File: src/verilog/logic_char_defs.vh
/*
 * constants for the logical and character operations unit:
 * operation codes, sequencer states, word field positions.
 * assumes plain verilog-2005 and inclusion by bare name.
 */
`ifndef LOGIC_CHAR_DEFS_VH
`define LOGIC_CHAR_DEFS_VH

// operation codes presented by the sequencer
`define OP_AND          3'h0
`define OP_OR           3'h1
`define OP_CMP_ARITH    3'h2
`define OP_CMP_LOGIC    3'h3
`define OP_COMPL_MAG    3'h4
`define OP_PLACE_CHAR   3'h5
`define OP_STORE_CHAR   3'h6
`define OP_CMP_CHAR     3'h7

// sequencer states
`define ST_IDLE         3'h0
`define ST_ADDR         3'h1
`define ST_READ         3'h2
`define ST_PASS1        3'h3
`define ST_PASS2        3'h4
`define ST_WRITE        3'h5
`define ST_STEP         3'h6
`define ST_DONE         3'h7

// accumulator layout: [37]=Q [36]=P [35]=S [34:0]=bits 1..35
`define AC_Q            37
`define AC_P            36
`define AC_S            35
// word layout: [35]=S, word bit n sits at index 35-n
`define W_SIGN          35
// instruction bits 13..17 (position field) and 15..17 (selector)
`define INS_POS_HI      22
`define INS_POS_LO      18
`define INS_BASE_HI     14
`define INS_BASE_LO     0

// adder carry taps: overflow position for 35 / 37 bit passes, position 30
`define TAP_ARITH       35
`define TAP_LOGIC       37
`define TAP_CHAR        6

// reset values
`define AC_RST          38'h0
`define WORD_RST        36'h0
`define ADDR_RST        15'h0

`endif

File: src/verilog/logic_char_unit.v
/*
 * logical and 6-bit character operations datapath: and, or,
 * arithmetic compare, logical compare, complement magnitude, place,
 * store and compare character, with skip stepping of the counter.
 * assumes a sequencer on the same clock issues op_start_i with a
 * stable instruction word, and storage answers with mem_ack_i.
 */
// Overview of operation
// - and leaves 1 in positions P..35 only where accumulator and memory both hold 1.
// - accumulator P is anded with memory sign and returned into P.
// - or sets result P..35 to 1 where either operand holds 1.
// - arithmetic compare pass one: negative accumulator steps when no overflow carry.
// - pass one: positive memory operand steps on carry, negative memory never does.
// - pass two repeats the add with a forced 1 into bit 35, steps on carry.
// - arithmetic compare steps zero if greater, once if equal, twice if smaller.
// - logical compare sees Q, P, 1..35 unsigned against full 36-bit word.
// - logical compare uses ones then twos complement, stepping on each carry.
// - logical compare steps zero if larger, once if equal, twice if smaller.
// - complement magnitude inverts Q, P, 1..35 through adder, sign unchanged.
// - selector in instruction bits 15..17 picks characters S-5 through 30-35.
// - instruction bits 13..17 load position register, bits 15..17 decode one-of-six.
// - place character puts selected character in 30..35, keeps Q, P, 1..29.
// - store character merges accumulator 30..35 into the word and writes it back.
// - compare character adds character to ones complement, steps on 30 carry.
// - second pass uses twos complement; steps zero, one or two as for compares.
// - each extra counter step tells the sequencer to skip one instruction.
// - operand address is base plus index in adder positions 21..35.
`timescale 1ns/1ps
`include "logic_char_defs.vh"

module logic_char_unit (
    // clock and reset
    input  wire        clk_i,
    input  wire        rst_n_i,
    // command from the sequencer
    input  wire        op_start_i,
    input  wire [2:0]  opcode_i,
    input  wire [35:0] instr_i,
    input  wire        index_en_i,
    input  wire [14:0] index_val_i,
    // direct accumulator load
    input  wire        ac_load_i,
    input  wire [37:0] ac_load_data_i,
    // core storage
    output reg         mem_rd_o,
    output reg         mem_wr_o,
    output reg  [14:0] mem_addr_o,
    output reg  [35:0] mem_wdata_o,
    input  wire [35:0] mem_rdata_i,
    input  wire        mem_ack_i,
    // status back to the sequencer
    output reg  [37:0] ac_o,
    output reg         busy_o,
    output reg         done_o,
    output reg         ic_step_o,
    output reg  [1:0]  skip_count_o,
    output reg  [5:0]  char_sel_o,
    output reg         sel_invalid_o
);

    ////////////////////////////////////////////////////////////////////
    // state
    reg [2:0]  state_r;
    reg [2:0]  state_nxt;
    reg [2:0]  op_r;
    reg [14:0] base_r;
    reg        idx_en_r;
    reg [14:0] idx_r;
    reg [4:0]  pos_r;
    reg [37:0] main_operand_r;
    reg [35:0] mem_data_r;
    reg        carry1_r;
    reg [1:0]  steps_r;

    // adder operands
    reg  [37:0] add_a;
    reg  [37:0] add_b;
    reg         add_cin;
    wire [38:0] add_sum;
    reg         carry;

    // character selection
    reg  [5:0]  sel_oh;
    reg  [5:0]  mem_char;
    reg  [35:0] merged;
    wire        sel_bad;
    wire        is_char_op;
    integer     k;

    ////////////////////////////////////////////////////////////////////
    // one-of-six character decode from the position register

    assign is_char_op = (op_r == `OP_PLACE_CHAR) || (op_r == `OP_STORE_CHAR) ||
                        (op_r == `OP_CMP_CHAR);
    assign sel_bad    = is_char_op && (pos_r[2:1] == 2'h3);

    // selector 110 or 111 matches no slot, so nothing is picked or merged
    always @* begin
        sel_oh   = 6'h00;
        mem_char = 6'h00;
        merged   = mem_data_r;
        for (k = 0; k < 6; k = k + 1) begin
            if (pos_r[2:0] == k[2:0]) begin
                sel_oh[k]           = 1'b1;
                mem_char            = mem_data_r[35-6*k -: 6];
                merged[35-6*k -: 6] = main_operand_r[5:0];
            end
        end
    end

    ////////////////////////////////////////////////////////////////////
    // shared adder and its operand steering

    word_adder #(
        .WIDTH (38)
    ) u_adder (
        .a_i   (add_a),
        .b_i   (add_b),
        .cin_i (add_cin),
        .sum_o (add_sum)
    );

    always @* begin
        add_a   = 38'h0;
        add_b   = 38'h0;
        add_cin = 1'b0;
        carry   = 1'b0;
        if (state_r == `ST_ADDR) begin
            add_a = {23'h0, base_r};
            add_b = {23'h0, idx_en_r ? idx_r : 15'h0};
        end else begin
            add_cin = (state_r == `ST_PASS2);
            case (op_r)
                `OP_CMP_ARITH: begin
                    add_a = {3'h0, ~main_operand_r[34:0]};
                    add_b = {3'h0, mem_data_r[34:0]};
                    carry = add_sum[`TAP_ARITH];
                end
                `OP_CMP_LOGIC: begin
                    add_a = {1'b0, ~main_operand_r[`AC_Q:`AC_P],
                             ~main_operand_r[34:0]};
                    add_b = {2'h0, mem_data_r};
                    carry = add_sum[`TAP_LOGIC];
                end
                `OP_CMP_CHAR: begin
                    add_a = {32'h0, ~main_operand_r[5:0]};
                    add_b = {32'h0, mem_char};
                    carry = add_sum[`TAP_CHAR];
                end
                `OP_COMPL_MAG: begin
                    add_a   = ~main_operand_r;
                    add_cin = 1'b0;
                end
                `OP_PLACE_CHAR: begin
                    add_a   = {main_operand_r[37:6], 6'h00};
                    add_b   = {32'h0, mem_char};
                    add_cin = 1'b0;
                end
                default: begin
                    add_a = 38'h0;
                end
            endcase
        end
    end

    ////////////////////////////////////////////////////////////////////
    // compare outcome after the second pass: lt steps twice, le once

    reg lt;
    reg le;
    always @* begin
        lt = carry1_r;
        le = carry;
        if (op_r == `OP_CMP_ARITH) begin
            case ({main_operand_r[`AC_S], mem_data_r[`W_SIGN]})
                2'h0: begin
                    lt = carry1_r;
                    le = carry;
                end
                2'h1: begin
                    lt = 1'b0;
                    le = 1'b0;
                end
                2'h2: begin
                    lt = 1'b1;
                    le = 1'b1;
                end
                default: begin
                    lt = ~carry;
                    le = ~carry1_r;
                end
            endcase
        end
    end

    ////////////////////////////////////////////////////////////////////
    // sequencer

    always @* begin
        state_nxt = state_r;
        case (state_r)
            `ST_IDLE: begin
                if (op_start_i) begin
                    state_nxt = (opcode_i == `OP_COMPL_MAG) ? `ST_PASS1 : `ST_ADDR;
                end
            end
            `ST_ADDR:  state_nxt = `ST_READ;
            `ST_READ: begin
                if (mem_ack_i) begin
                    state_nxt = `ST_PASS1;
                end
            end
            `ST_PASS1: begin
                if (sel_bad) begin
                    state_nxt = `ST_DONE;
                end else if (op_r == `OP_STORE_CHAR) begin
                    state_nxt = `ST_WRITE;
                end else if ((op_r == `OP_CMP_ARITH) || (op_r == `OP_CMP_LOGIC) ||
                             (op_r == `OP_CMP_CHAR)) begin
                    state_nxt = `ST_PASS2;
                end else begin
                    state_nxt = `ST_DONE;
                end
            end
            `ST_PASS2: state_nxt = `ST_STEP;
            `ST_WRITE: begin
                if (mem_ack_i) begin
                    state_nxt = `ST_DONE;
                end
            end
            `ST_STEP: begin
                if (steps_r == 2'h0) begin
                    state_nxt = `ST_DONE;
                end
            end
            `ST_DONE:  state_nxt = `ST_IDLE;
            default:   state_nxt = `ST_IDLE;
        endcase
    end

    always @(posedge clk_i or negedge rst_n_i) begin
        if (!rst_n_i) begin
            state_r        <= `ST_IDLE;
            op_r           <= `OP_AND;
            base_r         <= `ADDR_RST;
            idx_en_r       <= 1'b0;
            idx_r          <= `ADDR_RST;
            pos_r          <= 5'h00;
            main_operand_r <= `AC_RST;
            mem_data_r     <= `WORD_RST;
            carry1_r       <= 1'b0;
            steps_r        <= 2'h0;
            mem_rd_o       <= 1'b0;
            mem_wr_o       <= 1'b0;
            mem_addr_o     <= `ADDR_RST;
            mem_wdata_o    <= `WORD_RST;
            ac_o           <= `AC_RST;
            busy_o         <= 1'b0;
            done_o         <= 1'b0;
            ic_step_o      <= 1'b0;
            skip_count_o   <= 2'h0;
            char_sel_o     <= 6'h00;
            sel_invalid_o  <= 1'b0;
        end else begin
            state_r   <= state_nxt;
            done_o    <= 1'b0;
            ic_step_o <= 1'b0;
            busy_o    <= (state_nxt != `ST_IDLE);
            case (state_r)
                `ST_IDLE: begin
                    if (op_start_i) begin
                        op_r          <= opcode_i;
                        base_r        <= instr_i[`INS_BASE_HI:`INS_BASE_LO];
                        idx_en_r      <= index_en_i;
                        idx_r         <= index_val_i;
                        pos_r         <= instr_i[`INS_POS_HI:`INS_POS_LO];
                        skip_count_o  <= 2'h0;
                        sel_invalid_o <= 1'b0;
                    end else if (ac_load_i) begin
                        main_operand_r <= ac_load_data_i;
                    end
                end
                `ST_ADDR: begin
                    mem_addr_o <= add_sum[14:0];
                    mem_rd_o   <= 1'b1;
                    char_sel_o <= sel_oh;
                end
                `ST_READ: begin
                    if (mem_ack_i) begin
                        mem_rd_o   <= 1'b0;
                        mem_data_r <= mem_rdata_i;
                    end
                end
                `ST_PASS1: begin
                    carry1_r <= carry;
                    if (sel_bad) begin
                        sel_invalid_o <= 1'b1;
                    end else begin
                        case (op_r)
                            `OP_AND: begin
                                main_operand_r[`AC_P] <= main_operand_r[`AC_P] &
                                                         mem_data_r[`W_SIGN];
                                main_operand_r[34:0]  <= main_operand_r[34:0] &
                                                         mem_data_r[34:0];
                            end
                            `OP_OR: begin
                                main_operand_r[`AC_P] <= main_operand_r[`AC_P] |
                                                         mem_data_r[`W_SIGN];
                                main_operand_r[34:0]  <= main_operand_r[34:0] |
                                                         mem_data_r[34:0];
                            end
                            `OP_COMPL_MAG: begin
                                main_operand_r[`AC_Q:`AC_P] <= add_sum[37:36];
                                main_operand_r[34:0]        <= add_sum[34:0];
                            end
                            `OP_PLACE_CHAR: begin
                                main_operand_r <= add_sum[37:0];
                            end
                            `OP_STORE_CHAR: begin
                                mem_wdata_o <= merged;
                                mem_wr_o    <= 1'b1;
                            end
                            default: begin
                                main_operand_r <= main_operand_r;
                            end
                        endcase
                    end
                end
                `ST_PASS2: begin
                    steps_r      <= lt ? 2'h2 : (le ? 2'h1 : 2'h0);
                    skip_count_o <= lt ? 2'h2 : (le ? 2'h1 : 2'h0);
                end
                `ST_WRITE: begin
                    if (mem_ack_i) begin
                        mem_wr_o <= 1'b0;
                    end
                end
                `ST_STEP: begin
                    if (steps_r != 2'h0) begin
                        ic_step_o <= 1'b1;
                        steps_r   <= steps_r - 2'h1;
                    end
                end
                `ST_DONE: begin
                    done_o <= 1'b1;
                end
                default: begin
                    mem_rd_o <= 1'b0;
                end
            endcase
            ac_o <= (state_r == `ST_IDLE && !op_start_i && ac_load_i) ?
                    ac_load_data_i : main_operand_r;
        end
    end

endmodule // logic_char_unit

File: src/verilog/word_adder.v
/*
 * plain binary adder with carry in; the full sum including the
 * carry out is returned so callers can tap any carry position.
 * assumes operands come from registers on the same clock.
 */
`timescale 1ns/1ps

module word_adder #(
    parameter WIDTH = 38
) (
    // operands
    input  wire [WIDTH-1:0] a_i,
    input  wire [WIDTH-1:0] b_i,
    input  wire             cin_i,
    // result, one bit wider than the operands
    output wire [WIDTH:0]   sum_o
);

    assign sum_o = {1'b0, a_i} + {1'b0, b_i} + {{WIDTH{1'b0}}, cin_i};

endmodule // word_adder
File: config.mk
export PLATFORM = sky130hd
export DESIGN_NAME = logic_char_unit
export DESIGN_NICKNAME = d
export VERILOG_FILES = /design/src/verilog/logic_char_unit.v /design/src/verilog/word_adder.v
export VERILOG_INCLUDE_DIRS = /design/src /design/src/verilog
export SDC_FILE = /design/constraint.sdc
export NUM_CORES = 1
export LEC_CHECK = 0
export BUFFER_PORTS_ARGS = -buffer_cell sky130_fd_sc_hd__buf_2
export CORE_AREA = 4 4 235 237
export DETAILED_ROUTE_END_ITERATION = 8
export DIE_AREA = 0 0 239 241
export SYNTH_ARGS = -nofsm -noshare
export SYNTH_HDL_FRONTEND = slang
export SYNTH_HIERARCHICAL = 1
export SYNTH_SLANG_ARGS = --single-unit
export TNS_END_PERCENT = 30
File: constraint.sdc
create_clock -name clk_i -period 10.4 [get_ports clk_i]
set_clock_uncertainty 0.15 [all_clocks]
set_input_delay 2.08 -clock clk_i [delete_from_list [all_inputs] [get_ports clk_i]]
set_output_delay 2.08 -clock clk_i [all_outputs]
set_load 0.02 [all_outputs]
==> results.cfg <==
[run_status]
status = completed

[floorplan]
die_h_um = 241
core-area_um2 = 53300
die_w_um = 239
start_util = 0.246
pin_count = 237
die-area_um2 = 57600
rows = 85

[synth]
synth_area_um2 = 13100
yosys_warnings = 6
syn_inst = 1438
synth_area_per_cell_um2 = 9.12

[timing]
tightestPinTransition_ns = 1.24
finalSetupTns_ns = 0
setup_viol = 0
holdWs_ns = 0.320
hold_violations = 0
finalCritPeriodShare = 0.572
max_freq_ghz = 0.168
finalCriticalPeriod_ns = 5.95
slew_headroom = 0.169
maxSlewViolCount = 0
rsz0062_at_grt = no

[setup_path]
cp-end-kind = flop
path_delay_family = simple AND/OR/NAND/NOR gates
start_kind = flop
setup.worst_path.class = reg2reg
crit_arrival_ns = 6.27
crit_path_cell_trace = nor3b_4 > buf_4 > and2_1 > nand2_1 > o21ai_0 > ha_1 > and4_1 > a21oi_1 > a21oi_1 > nor3b_2 > o21a_1 > o21ai_1 > a31oi_1 > xnor2_1 > mux2i_1 > a2bb2oi_1 > or4b_2 > o21ai_0
worstPathRequired_ns = 10.72
critical_path_buf_inv_count = 1
critical_path.max_fanout = 37
slowest_delay_ns = 0.65
cp_slowest_cell = or4b_2

[cells_and_area]
nets = 1780
drive_gt1_frac = 0.243
final_cells = 2324
area_growth_pct = 20.1
fin_area_um2 = 15800
post-route-util = 0.296

[clocking]
htreeDepth = 1
clock-sinks = 220
cts_setup_buffers = 0
cts_tree = done
clk_pin_slew_ns = 0.06
postCtsResizedCells = 0
cts_buffer_depth = 3
cts_buffers = 26
root_buffer = clkbuf_16
insertion_delay_ns = 0.55
hold_buffers = 0

[grt]
grt_pass1_wl_um = 74100
grt_pass1_vias = 11800
grt-ovfl-total = 0
grt_max_degree = 80
grt_usage = 0.166
antenna_found_initial = 8

[routing]
vias = 11800
drt_iter0_drc = 937
drc_errors = 0
ant_nets = 0
routed_wl_um = 49700
drt-pass1-iter-count = 5
viasPerCell = 5.06
routedWlPerCell_um = 21.4

[placed_design]
dp.cells = 2274
globalplace.congestion = 0.888
portBuffers = 218
hpwl_um = 37200
place_area_um2 = 14800

[run]
cap_violations = 0

[power_and_ir_drop]
cellLeakagePower_nw = 7.33
power_density_nw_per_um2 = 376
ir_worst_vdd_mv = 0.163

[worst_hold_path]
hold_class = reg2reg
-- worst register-to-register path, cell delays in order, from the launching register on --
cell and delay, ns:
dfrtp_1 0.62, nor3b_4 0.26, buf_4 0.42, and2_1 0.60, nand2_1 0.11, o21ai_0 0.09
ha_1 0.33, and4_1 0.24, a21oi_1 0.32, a21oi_1 0.14, nor3b_2 0.42, o21a_1 0.30
o21ai_1 0.17, a31oi_1 0.33, xnor2_1 0.22, mux2i_1 0.13, a2bb2oi_1 0.18, or4b_2 0.65
o21ai_0 0.18
-- registers in the layout, indices dropped and copies added (netlist names), 2 cells and up --
| signal | cells |
|---|---|
| mem_data_r | 36 |
| steps_r | 2 |
| state_r | 3 |
| op_r | 3 |
| pos_r | 3 |
| skip_count_o | 2 |
| idx_r | 15 |
| base_r | 15 |
| char_sel_o | 6 |
| mem_wdata_o | 36 |
| main_operand_r | 38 |
| mem_addr_o | 15 |
| ac_o | 38 |
-- per-stage QoR --
stage,setup WS (ns),power [W]
5_1_grt,4.01,0.00636
3_5_place_dp,4.47,0.00494
6_report,4.45,0.00592
2_1_floorplan,5.65,0.00383
4_1_cts,4.43,0.00596
3_3_place_gp,4.52,0.00490
-- report_power, final --
group	leakage, nW	switching, W	internal [W]
logic	4.09	0.00206	0.00123
clock network	0.449	0.000378	0.000604
registers	2.79	0.000417	0.00123
total	7.33	0.00286	0.00306
-- layout make-up --
class	instances	area [um^2]
Antenna cell	2	5.00
Timing Repair Buffer	241	1270
Sequential cell	220	5510
Clock inverter	11	175
Multi-Input combinational cell	1070	7000
Fill cell	5636	37500
Tap cell	696	871
Clock buffer	37	752
Inverter	47	176
-- layer usage --
| metal | routed length, um | share of wire | GRT usage |
|---|---|---|---|
| met5 | 22 | 0.00044 | 0 |
| met4 | 992 | 0.020 | 0.0390 |
| met3 | 2970 | 0.060 | 0.0296 |
| met2 | 24500 | 0.49 | 0.290 |
| met1 | 21200 | 0.43 | 0.216 |
-- path summary, 6_finish.rpt --
kind                            cells past startpoint                          end                        start  slack (ns)
worst max-delay path                               18       steps_r[0]$_DFFE_PN0P_         state_r[0]$_DFF_PN0_        4.45
worst min-delay path                                2  mem_wdata_o[20]$_DFFE_PN0P_  mem_wdata_o[20]$_DFFE_PN0P_        0.32
worst max register to register                     18       steps_r[0]$_DFFE_PN0P_         state_r[0]$_DFF_PN0_        4.45
worst min register to register                      2  mem_wdata_o[20]$_DFFE_PN0P_  mem_wdata_o[20]$_DFFE_PN0P_        0.32
max in group asynchronous                           2           ac_o[33]$_DFF_PN0_                      rst_n_i        7.30
min in group asynchronous                           1        idx_r[14]$_DFFE_PN0P_                      rst_n_i        1.36
-- layout by cell type, fill, tap and decap left out, types with 16 or more instances in the layout --
cell,n
buf_4,23
nand2_1,195
inv_1,47
a21o_1,39
o21ai_0,121
a211oi_1,25
mux2i_1,16
a21oi_1,117
o21ai_2,29
ha_1,38
buf_2,217
a221o_1,37
nor2_1,86
a22oi_1,39
and2_1,29
dfrtp_1,220
mux2_2,54
xnor2_1,24
clkbuf_16,26
nor3_1,39
Power figures use the tool's default switching activity.
